==> config.mk <==
export PLATFORM = sky130hd
export DESIGN_NAME = rbmc_top
export DESIGN_NICKNAME = d
export VERILOG_FILES = /design/src/rbmc_pkg.sv /design/src/rbmc_tick.sv /design/src/rbmc_top.sv
export SDC_FILE = /design/constraint.sdc
export NUM_CORES = 1
export LEC_CHECK = 0
export BUFFER_PORTS_ARGS = -buffer_cell sky130_fd_sc_hd__buf_2
export CORE_MARGIN = 10
export CORE_UTILIZATION = 50
export DETAILED_ROUTE_END_ITERATION = 16
export PLACE_DENSITY = 0.75
export SYNTH_ARGS = -nofsm -noshare
export SYNTH_HDL_FRONTEND = slang
export SYNTH_SLANG_ARGS = --single-unit
==> constraint.sdc <==
create_clock -name MCLK -period 1.7 [get_ports MCLK]
set_input_delay 0.34 -clock MCLK [delete_from_list [all_inputs] [get_ports MCLK]]
set_output_delay 0.34 -clock MCLK [all_outputs]
set_load 0.005 [all_outputs]
==> src/rbmc_pkg.sv <==
// constants for the radio baseband mode configuration block
package rbmc_pkg;
    // ****************************************
    // register offsets on the parallel register port
    // ****************************************
    localparam logic [5:0] ADDR_RADIO_CONTROL  = 6'h03;
    localparam logic [5:0] ADDR_CODE_RATE_SEL  = 6'h04;
    localparam logic [5:0] ADDR_SETTLE_COUNT   = 6'h38;

    // ****************************************
    // reset values
    // ****************************************
    localparam logic [7:0] RST_RADIO_CONTROL   = 8'h00;
    localparam logic [7:0] RST_CODE_RATE_SEL   = 8'h00;
    localparam logic [7:0] RST_SETTLE_COUNT    = 8'h64;

    // ****************************************
    // field positions
    // ****************************************
    localparam int CTL_RX_EN       = 7;
    localparam int CTL_TX_EN       = 6;
    localparam int CTL_HALF_SEL    = 5;
    localparam int CTL_LOCK_BYPASS = 4;
    localparam int CTL_AMP_MANUAL  = 3;
    localparam int CTL_AMP_ON      = 2;
    localparam int RATE_CODE_32    = 2;
    localparam int RATE_DOUBLE     = 1;
    localparam int RATE_SAMPLE_12X = 0;
    localparam logic [7:0] CTL_WRITE_MASK  = 8'hFC;
    localparam logic [7:0] RATE_WRITE_MASK = 8'h07;

    // ****************************************
    // timing
    // ****************************************
    localparam int CLK_MHZ        = 100;
    localparam int TICK_US        = 2;
    localparam int TICK_CYCLES    = TICK_US * CLK_MHZ;
    localparam logic [7:0] TICK_LAST = 8'(TICK_CYCLES - 1);
endpackage

==> src/rbmc_tick.sv <==
// divider producing a one-cycle enable every 2 us
`timescale 1ns/1ps
module rbmc_tick (
    // clock and reset
    input  wire logic MCLK,
    input  wire logic RST_N,
    // control
    input  wire logic clr,
    output logic      tick
);
    logic [7:0] cnt_q;
    logic [7:0] cnt_d;

    // count cycles, restart on clear
    always_comb begin
        tick = (cnt_q == rbmc_pkg::TICK_LAST);
        if (clr || tick) begin
            cnt_d = 8'h00;
        end else begin
            cnt_d = cnt_q + 8'h01;
        end
    end

    // register counter
    always_ff @(posedge MCLK or negedge RST_N) begin
        if (!RST_N) begin
            cnt_q <= 8'h00;
        end else begin
            cnt_q <= cnt_d;
        end
    end
endmodule

==> src/rbmc_top.sv <==
// mode configuration registers and synthesizer settle sequencer
`timescale 1ns/1ps
module rbmc_top (
    // clock and reset
    input  wire logic       MCLK,
    input  wire logic       RST_N,
    // register write/read port
    input  wire logic       REG_WE,
    input  wire logic [5:0] REG_ADDR,
    input  wire logic [7:0] REG_WDATA,
    output logic      [7:0] REG_RDATA,
    // synthesizer settle sequencing
    input  wire logic       SETTLE_START,
    input  wire logic       SYN_LOCK,
    output logic            SETTLE_DONE,
    output logic            SETTLE_BUSY,
    // baseband amplifier request
    input  wire logic       AUTO_AMP_REQ,
    output logic            AMP_ENABLE,
    // mode outputs
    output logic            RX_MODE,
    output logic            TX_MODE,
    output logic            USE_UPPER_HALF,
    output logic            CODE_32_CHIPS,
    output logic            DOUBLE_RATE,
    output logic            SAMPLE_12X
);
    typedef enum logic [2:0] {
        ST_IDLE = 3'b001,
        ST_LOCK = 3'b010,
        ST_WAIT = 3'b100
    } rbmc_state_t;

    // ****************************************
    // internal state
    // ****************************************

    // register contents and their next values
    logic [7:0]  ctl_q;
    logic [7:0]  ctl_d;
    logic [7:0]  rate_q;
    logic [7:0]  rate_d;
    logic [7:0]  settle_q;
    logic [7:0]  settle_d;
    // settle sequencer
    rbmc_state_t st_q;
    rbmc_state_t st_d;
    logic [7:0]  down_q;
    logic [7:0]  down_d;
    logic        done_q;
    logic        done_d;
    logic        tick;                 // one cycle every 2 us while waiting
    // two-flop synchroniser for the analog lock level
    logic        lock_s1_q;
    logic        lock_q;
    // mode outputs, bit 0 receive up to bit 6 amplifier
    logic [6:0]  out_q;
    logic [6:0]  out_d;

    // ****************************************
    // registers
    // ****************************************

    // register writes, reserved bits held at zero
    always_comb begin
        ctl_d    = ctl_q;
        rate_d   = rate_q;
        settle_d = settle_q;
        if (REG_WE) begin
            case (REG_ADDR)
                rbmc_pkg::ADDR_RADIO_CONTROL: ctl_d = REG_WDATA & rbmc_pkg::CTL_WRITE_MASK;
                rbmc_pkg::ADDR_CODE_RATE_SEL: rate_d = REG_WDATA & rbmc_pkg::RATE_WRITE_MASK;
                rbmc_pkg::ADDR_SETTLE_COUNT:  settle_d = REG_WDATA;
                default: ;
            endcase
        end
    end

    // read mux
    always_comb begin
        case (REG_ADDR)
            rbmc_pkg::ADDR_RADIO_CONTROL: REG_RDATA = ctl_q;
            rbmc_pkg::ADDR_CODE_RATE_SEL: REG_RDATA = rate_q;
            rbmc_pkg::ADDR_SETTLE_COUNT:  REG_RDATA = settle_q;
            default:                      REG_RDATA = 8'h00;
        endcase
    end

    // ****************************************
    // mode decode
    // ****************************************

    // mode outputs registered from the settings, the amplifier from the request input in auto mode
    always_comb begin
        out_d = 7'h00;
        out_d[0] = ctl_q[rbmc_pkg::CTL_RX_EN];
        out_d[1] = ctl_q[rbmc_pkg::CTL_TX_EN];
        out_d[2] = rate_q[rbmc_pkg::RATE_CODE_32];
        out_d[3] = rate_q[rbmc_pkg::RATE_CODE_32] && ctl_q[rbmc_pkg::CTL_HALF_SEL];
        out_d[4] = rate_q[rbmc_pkg::RATE_CODE_32] && rate_q[rbmc_pkg::RATE_DOUBLE];
        out_d[5] = rate_q[rbmc_pkg::RATE_CODE_32] && !rate_q[rbmc_pkg::RATE_DOUBLE]
                   && rate_q[rbmc_pkg::RATE_SAMPLE_12X];
        if (ctl_q[rbmc_pkg::CTL_AMP_MANUAL]) begin
            out_d[6] = ctl_q[rbmc_pkg::CTL_AMP_ON];
        end else begin
            out_d[6] = AUTO_AMP_REQ;
        end
    end

    assign RX_MODE        = out_q[0];
    assign TX_MODE        = out_q[1];
    assign CODE_32_CHIPS  = out_q[2];
    assign USE_UPPER_HALF = out_q[3];
    assign DOUBLE_RATE    = out_q[4];
    assign SAMPLE_12X     = out_q[5];
    assign AMP_ENABLE     = out_q[6];

    // ****************************************
    // settle sequencer
    // ****************************************

    // divider held clear outside the wait state, so the first tick falls
    // a full 2 us after counting starts, also after a lock wait
    rbmc_tick rbmc_tick_i (
        .MCLK  (MCLK),
        .RST_N (RST_N),
        .clr   (st_q != ST_WAIT),
        .tick  (tick)
    );

    // wait for lock (unless bypassed), then count ticks down
    always_comb begin
        st_d   = st_q;
        down_d = down_q;
        done_d = 1'b0;
        case (st_q)
            ST_IDLE: begin
                if (SETTLE_START) begin
                    down_d = settle_q;
                    if (ctl_q[rbmc_pkg::CTL_LOCK_BYPASS]) begin
                        st_d = ST_WAIT;
                    end else begin
                        st_d = ST_LOCK;
                    end
                end
            end
            ST_LOCK: begin
                if (lock_q) begin
                    st_d = ST_WAIT;
                end
            end
            ST_WAIT: begin
                if (down_q == 8'h00) begin
                    st_d   = ST_IDLE;
                    done_d = 1'b1;
                end else if (tick) begin
                    down_d = down_q - 8'h01;
                end
            end
            default: begin
                st_d = ST_IDLE;
            end
        endcase
    end

    assign SETTLE_DONE = done_q;
    assign SETTLE_BUSY = (st_q != ST_IDLE);

    // register contents
    always_ff @(posedge MCLK or negedge RST_N) begin
        if (!RST_N) begin
            ctl_q    <= rbmc_pkg::RST_RADIO_CONTROL;
            rate_q   <= rbmc_pkg::RST_CODE_RATE_SEL;
            settle_q <= rbmc_pkg::RST_SETTLE_COUNT;
        end else begin
            ctl_q    <= ctl_d;
            rate_q   <= rate_d;
            settle_q <= settle_d;
        end
    end

    // mode outputs, one cycle behind the registers
    always_ff @(posedge MCLK or negedge RST_N) begin
        if (!RST_N) begin
            out_q <= 7'h00;
        end else begin
            out_q <= out_d;
        end
    end

    // settle sequencer state
    always_ff @(posedge MCLK or negedge RST_N) begin
        if (!RST_N) begin
            down_q <= 8'h00;
            st_q   <= ST_IDLE;
            done_q <= 1'b0;
        end else begin
            down_q <= down_d;
            st_q   <= st_d;
            done_q <= done_d;
        end
    end

    // lock synchroniser, only the second stage feeds the sequencer
    always_ff @(posedge MCLK or negedge RST_N) begin
        if (!RST_N) begin
            lock_s1_q <= 1'b0;
            lock_q    <= 1'b0;
        end else begin
            lock_s1_q <= SYN_LOCK;   // lock comes from the analog side
            lock_q    <= lock_s1_q;
        end
    end
endmodule

==> results of run 1 <==
[metal layers]
metal	vias up	wire length, um	GRT usage (%)
li1	816	-	-
met5	-	0	0
met4	0	59	4.49
met2	38	2500	22.3
met3	7	295	4.40
met1	841	2150	15.0
[repair_timing]
action                                  4_1_cts  5_1_grt
gates resized for setup                       4       24
endpoints found under the setup margin        5       17
hold buffers                                  1        0
gates cloned                                  0        1
hold endpoints to repair                     15        0
pin swaps                                     0       13
setup buffers                                 1        3
[worst max-delay path, delay by kind of cell, from the launching register on]
| family | cells | cell delay, ps |
|---|---|---|
| AND/OR/NAND/NOR | 3 | 740 |
| flip-flops | 1 | 410 |
| AO/OA/AOI/OAI | 2 | 450 |
[power by group through the flow]
stage	Combinational [mW]	Sequential (mW)	Clock, mW
after global placement	0.994	1.47	0
after detailed placement	1.02	1.48	0
after global routing	1.40	1.51	0.887
after CTS	1.11	1.46	0.843
after floorplan	0.570	1.47	0
final	1.28	1.48	0.835
[cells in the final DEF, fill, tap and decap left out, types with 5 or more instances in the layout]
cell,netlist,layout
dfrtp_1,42,41
buf_4,0,25
buf_6,0,6
mux2_2,18,18
a22o_1,7,7
a21oi_1,6,5
inv_1,7,7
nor2_1,28,23
nand2_1,8,8
buf_2,3,33
clkbuf_8,0,5
[cell type report]
| cell class | instances | area [um2] | area share (%) |
|---|---|---|---|
| sequential | 46 | 1160 | 41.1 |
| clock inverter | 3 | 45.0 | 1.60 |
| timing repair buffer | 66 | 450 | 16.0 |
| tap | 50 | 62.6 | 2.22 |
| multi-input combinational | 130 | 1010 | 35.7 |
| inverter | 7 | 26.3 | 0.933 |
| clock buffer | 5 | 68.8 | 2.44 |
[metrics by stage]
step                      util [%]  setup WS, ps  TNS [ps]  power (mW)
after floorplan                  -          6.61         0        2.04
after global placement        62.6          12.4         0        2.46
after detailed placement      62.6          11.3         0        2.49
after CTS                     66.3         -9.46     -9.46        3.41
after global routing          69.4         -92.3      -301        3.80
final                         69.4         -7.15     -10.7        3.60
[how the worst max path moves through the flow]
stage / start / endpoint / slack, ps
2_1_floorplan: st_q[0] / down_q[5] / 7
3_3_place_gp: rbmc_tick_i.cnt_q[0] / down_q[4] / 10
3_5_place_dp: down_q[3] / down_q[7] / 10
4_1_cts: st_q[0] / SETTLE_BUSY / -9
5_1_grt: down_q[0] / down_q[5] / -90
6_report: down_q[0] / down_q[5] / -7
[sequential cells by signal (all words and copies together), names as in the netlist]
register           cells
SETTLE_DONE            1
st_q                   3
lock_q                 1
settle_q               8
rate_q                 3
ctl_q                  6
rbmc_tick_i.cnt_q      8
out_q                  7
lock_s1_q              1
down_q                 8
[cells by family after synthesis]
kind of cell,synth area share [%]
fa+ha+maj,1.77
buf+inv,1.95
compound gates,12.5
simple gates,17.6
mux,9.56
xor+xnor,2.07
flops,54.5
==> impl_results.md, run 1 <==
- Commonest cells in the netlist: dfrtp_1, nor2_1, mux2_2
- Area leader, netlist: dfrtp_1
- Yosys reg bits: 46
- Worst-path cell chain: or4_4 -> nor2_2 -> nand2_1 -> a21o_1 -> a221o_1
- Internal power: about 2.4 mW
- CTS H-tree depth: 2
- GPL Wtd Cong: about 0.85
- Die span in y: between 80 and 90 um
- Sequential element share of the synthesized area: roughly 55%
- Post-synth EDFFs: 0
- Mapped Area: approximately 2100 um2
- Final Critical Period: about 1700 ps
- Clock root cell: clkbuf_8
- Hold path depth: 1
- Global Route Usage Sum: between 10% and 20%
- Hold Path End: lock_s1_q
- Drt wl/cell: about 16 um
- Layout fillers: 282
- Antenna diodes: 0
- Setup violation total in the final timing report: 2
- Routed Wire Length: about 5000 um
- Routed Antenna Nets: 0
- Clock share of power: between 20% and 30%
- DRC errors left: 0
- Failing checks: setup timing
- Initial Utilization: a little over half
- Core Region: roughly 4000 um2
- Syn Inst Count: roughly 190
- First-pass GRT wire length: 7890 um
- FMAX: 586 MHz
- R2R depth: 5
- Avg Inst Size Synth: roughly 11 um2
- RSZ-0062 raised after global routing: true
- Warnings from Yosys: 0
- Dpl cell area: around 2500 um2
- IO Pins: 37
- Endpoints failing hold: 0
- Die Wd: approximately 85 um
- Worst-path clk slew: ~90 ps
- Top cells by area, synth: dfrtp_1, mux2_2, dfstp_2
- Sw power: roughly 1.2 mW
- Top cell type's share of synthesized area: between 40% and 50%
- Crit-path slowest cell: or4_4
- Hold WC Path Type: in2reg
- Logic pwr share: ~36%
- Detailed-placement wirelength estimate: between 3000 and 4000 um
- R2r endpoint: down_q[5]
- Initial antenna violation count: 0
- Post-layout net count: 279
- Buffers added on ports: 36
- Fin Hold WS: 137 ps
- CTS tree: yes
- Hold_sp: SYN_LOCK
- Global route overflow: 0
- Vias in the first global route: between 1500 and 2000
- Setup Skew: between 9 and 10 ps
- Synth unique cells: 43
- Count leader, synth: dfrtp_1
- Placed insts: ~290
- Ys flop type: dfrtp_1
- Reg2Reg Setup Slack: -7 ps
- CP Data Required Time: 1900 ps
- # rows: 23
- Power Density: roughly 1300 nW/um2
- Critical Path End Type: register
- Num CTS Buffers: 5
- Skew-Pair Late Insertion Delay: roughly 310 ps
- Sw Share: 32.9%
- Worst path max stage delay: between 500 and 600 ps
- Share of cells above drive strength 1: 45.9%
- Drt pass-1 iters: 4
- Critical Path Fanout Max: 3
- Largest net degree at the start of global routing: 31
- Post-synth ARST share: 100%
- Clk buf depth: 2
- Seq pwr share: 41.2%
- Startpoint types: register
- Die area: approximately 7200 um2
- Leak pwr: 1.32 nW
- Worst-Margin Slew: around 430 ps
- Fin worst setup slack: -7.15 ps
- Post-DR vias/cell: 5.54
- RR Startpoint: down_q[0]
- Max transition margin: between 70% and 80%
- Vias: 1702
- Number of clock sinks: 46
- Arr. time, crit path: 1900 ps
- Run status: finished with violations
- Non-filler cells, final: between 300 and 400
- Worst VDD drop: 0.807 mV
- Area growth, synth to finish: 32.8%
- Final Cell Area: about 2800 um2
- CP Class: reg2reg
- Period utilization: 100%
- Synthesized net count: between 200 and 250
- Max-cap violations: 0
- Initial DRC count: roughly 100
- Slew Limit Fails: 0
Power figures use the tool's default switching activity.
==> run 2: changes to the inputs <==
Settings changed: CORE_UTILIZATION 50 to 59, PLACE_DENSITY 0.75 to 0.83, SYNTH_HIERARCHICAL set to 1.
Clock period 1.7 ns to 2.1 ns, I/O delays scaled along.
==> run 2 against run 1 <==
  * The flow now finishes without violations
  * Utilization up 2.3 points
  * Combinational power is 47% lower
  * Register-to-register slack improved by 120 ps
  * Via count shrank 2.5%
  * Largest power group unchanged
  * Highest routed layer unchanged
==> impl_results.md, run 2 <==
- Run status: completed
- Endpoints failing hold: 0 (unchanged)
- Startpoint types: register
- Max transition margin: 63.2% (-8.3 points)
- Vias in the first global route: 1723 (unchanged)
- CP Class: reg2reg
- Yosys reg bits: 46 (unchanged)
- Sw Share: 32.9% (about the same)
- Setup Skew: 4.94 ps (-4.71 ps)
- Met2 WL post-DR: 2260 um (-9.9%)
- Top cells by area, synth: dfrtp_1, mux2_2, dfstp_2
- Top flop regs: down_q: 8 flops, rbmc_tick_i/cnt_q: 8 flops, settle_q: 8 flops
- Internal power: 1.73 mW (-29%)
- Final Critical Period: 1990 ps (+284 ps)
- Fin Hold WS: 172 ps (+35.1 ps)
- Worst VDD drop: 0.738 mV (-8.6%)
- Global Route Usage Sum: 15.2% (+2.1 points)
- Arr. time, crit path: 2180 ps (+280 ps)
- Post-layout net count: 260 (-6.8%)
- Reg2Reg Setup Slack: 110 ps (+120 ps)
- Synth unique cells: 46 (+7.0%)
- Clk buf depth: 2 (unchanged)
- DR WL met3: 451 um (+53%)
- Worst-path clk slew: 90 ps (about the same)
- Mapped Area: 2200 um2 (+3.5%)
- Hold_buf cts: 0 (-1)
- Power Density: 987 nW/um2 (-23%)
- Hold WC Path Type: in2async
- Die span in y: 81.0 um (-4.8%)
- R2R depth: 7 (+2)
- First-pass GRT wire length: 7960 um (+0.87%)
- Top cell type's share of synthesized area: 47.9% (-1.7 points)
- Logic pwr share: 26.4% (-9.2 points)
- Detailed-placement wirelength estimate: 3440 um (-0.60%)
- Initial antenna violation count: 0 (unchanged)
- Skew-Pair Late Insertion Delay: 300 ps (about the same)
- Drt pass-1 iters: 4 (unchanged)
- GPL Wtd Cong: 0.840 (-1.5%)
- Antenna diodes: 0 (unchanged)
- Max-cap violations: 0 (unchanged)
- RR Startpoint: rbmc_tick_i/cnt_q[0]
- Critical Path End Type: register
- Layout fillers: 263 (-6.7%)
- Power Total: 2.57 mW (-29%)
- Slew Limit Fails: 0 (unchanged)
- Vias: 1659 (-2.5%)
- Seq pwr share: 47.4% (+6.2 points)
- R2r endpoint: down_q[0]
- Global route overflow: 0 (unchanged)
- Most common cell after layout, fill and taps aside: dfrtp_1
- Count leader, synth: dfrtp_1
- Drt wl/cell: 16.2 um (-0.84%)
- Share of cells above drive strength 1: 35.4% (-10 points)
- Syn Inst Count: 187 (+0.54%)
- Period utilization: 94.8% (-5.6 points)
- Initial Utilization: 60.4% (+8.2 points)
- Buffers added on ports: 36 (unchanged)
- Num CTS Buffers: 5 (unchanged)
- Top routing layer in use: met4
- DRC errors left: 0 (unchanged)
- Setup violation total in the final timing report: 0 (-2)
- Initial DRC count: 179 (+74%)
- CTS H-tree depth: 2 (unchanged)
- Commonest cells in the netlist: dfrtp_1, mux2_2, nand2_1
- Die area: 6560 um2 (-9.4%)
- FMAX: 502 MHz (-14%)
- Post-DR vias/cell: 5.82 (+5.0%)
- CP Data Required Time: 2290 ps (+390 ps)
- # rows: 22 (-4.3%)
- Warnings from Yosys: 6 (+6)
- Die Wd: 81.0 um (-4.8%)
- Post-synth ARST share: 100% (unchanged)
- Setup TNS: 0 ps (+10.7 ps)
- Post-synth EDFFs: 0 (unchanged)
- Synthesized net count: 211 (+0.96%)
- RSZ-0062 raised after global routing: false
- Number of clock sinks: 46 (unchanged)
- Clock share of power: 26.2% (+3.0 points)
- Ys flop type: dfrtp_1
- Critical Path Fanout Max: 8 (+5)
- Worst-Margin Slew: 552 ps (+124 ps)
- Clock root cell: clkbuf_8
- Area leader, netlist: dfrtp_1
- Most frequent cells in the layout: dfrtp_1, buf_2, mux2_2
- WL met1: 1850 um (-14%)
- Largest net degree at the start of global routing: 47 (+52%)
- Core Region: 3630 um2 (-10%)
- Avg Inst Size Synth: 11.7 um2 (+3.0%)
- CTS tree: yes
- Sw power: 846 uW (-29%)
- Leak pwr: 1.23 nW (-6.9%)
- Routed Wire Length: 4610 um (-7.9%)
- Layout Utilization: 71.7% (+2.3 points)
- Routed Antenna Nets: 0 (unchanged)
- IO Pins: 37 (unchanged)
- Area growth, synth to finish: 18.7%
- Sequential element share of the synthesized area: 52.6% (-1.9 points)
-- run 2: cell type report --
cell class,instances,area [um2],share of cell area [%]
flip-flops and latches,46,1160,44.4
multi-input cells,126,983,37.7
repair buffers,44,240,9.22
clock buffers,5,68.8,2.64
well taps,48,60.1,2.30
inverters,13,48.8,1.87
clock inverters,3,47.5,1.82
-- run 2: worst max-delay path by stage --
stage	start	to	slack, ps	cells past startpoint
2_1_floorplan	rbmc_tick_i/cnt_q[0]	down_q[0]	110	7
3_3_place_gp	rbmc_tick_i/cnt_q[0]	down_q[0]	210	7
3_5_place_dp	rbmc_tick_i/cnt_q[0]	down_q[0]	90	7
4_1_cts	rbmc_tick_i/cnt_q[0]	down_q[0]	80	7
5_1_grt	rbmc_tick_i/cnt_q[0]	down_q[0]	10	7
6_report	rbmc_tick_i/cnt_q[0]	down_q[0]	110	7
-- run 2: worst max-delay path, cell delays in order (launching register included) --
cell,delay (ps)
dfrtp_2,420
ha_1,180
nand4b_1,130
nor4_1,230
inv_1,120
a311oi_4,330
a21oi_4,110
a221o_1,360
-- run 2: metrics by stage --
stage,instance area (um2),setup WS [ps],std cells
after detailed placement,2480,85.6,276
after global placement,2480,211,276
after global routing,2610,11.2,285
after floorplan,2200,114,187
after CTS,2600,77.8,284
final,2610,109,285
-- run 2: cells by family after synthesis --
group / synth area share [%]
adders and majority gates: 2.28
buffers and inverters: 2.56
xor gates and xnor gates: 1.20
DFF: 52.6
and+or+nand+nor: 15.4
AOI/OAI and AO/OA: 16.1
muxes: 9.74
-- run 2: repair_timing --
action                                 4_1_cts  5_1_grt
setup endpoints to repair                    0        1
resized for setup                            0        1
endpoints found under the hold margin        0        0
buffers inserted                             0        1
-- run 2: routing by layer --
layer | global-route usage (%) | vias up
li1 | - | 790
met1 | 17.6 | 800
met2 | 25.4 | 60
met3 | 6.29 | 9
met4 | 4.15 | 0
met5 | 0 | -
-- run 2: power by group through the flow --
stage / sequential [mW] / clock, mW / combinational (mW)
2_1_floorplan: 1.19 / 0 / 0.474
3_3_place_gp: 1.22 / 0 / 0.663
3_5_place_dp: 1.23 / 0 / 0.680
4_1_cts: 1.22 / 0.686 / 0.684
5_1_grt: 1.24 / 0.723 / 0.758
6_report: 1.22 / 0.673 / 0.680
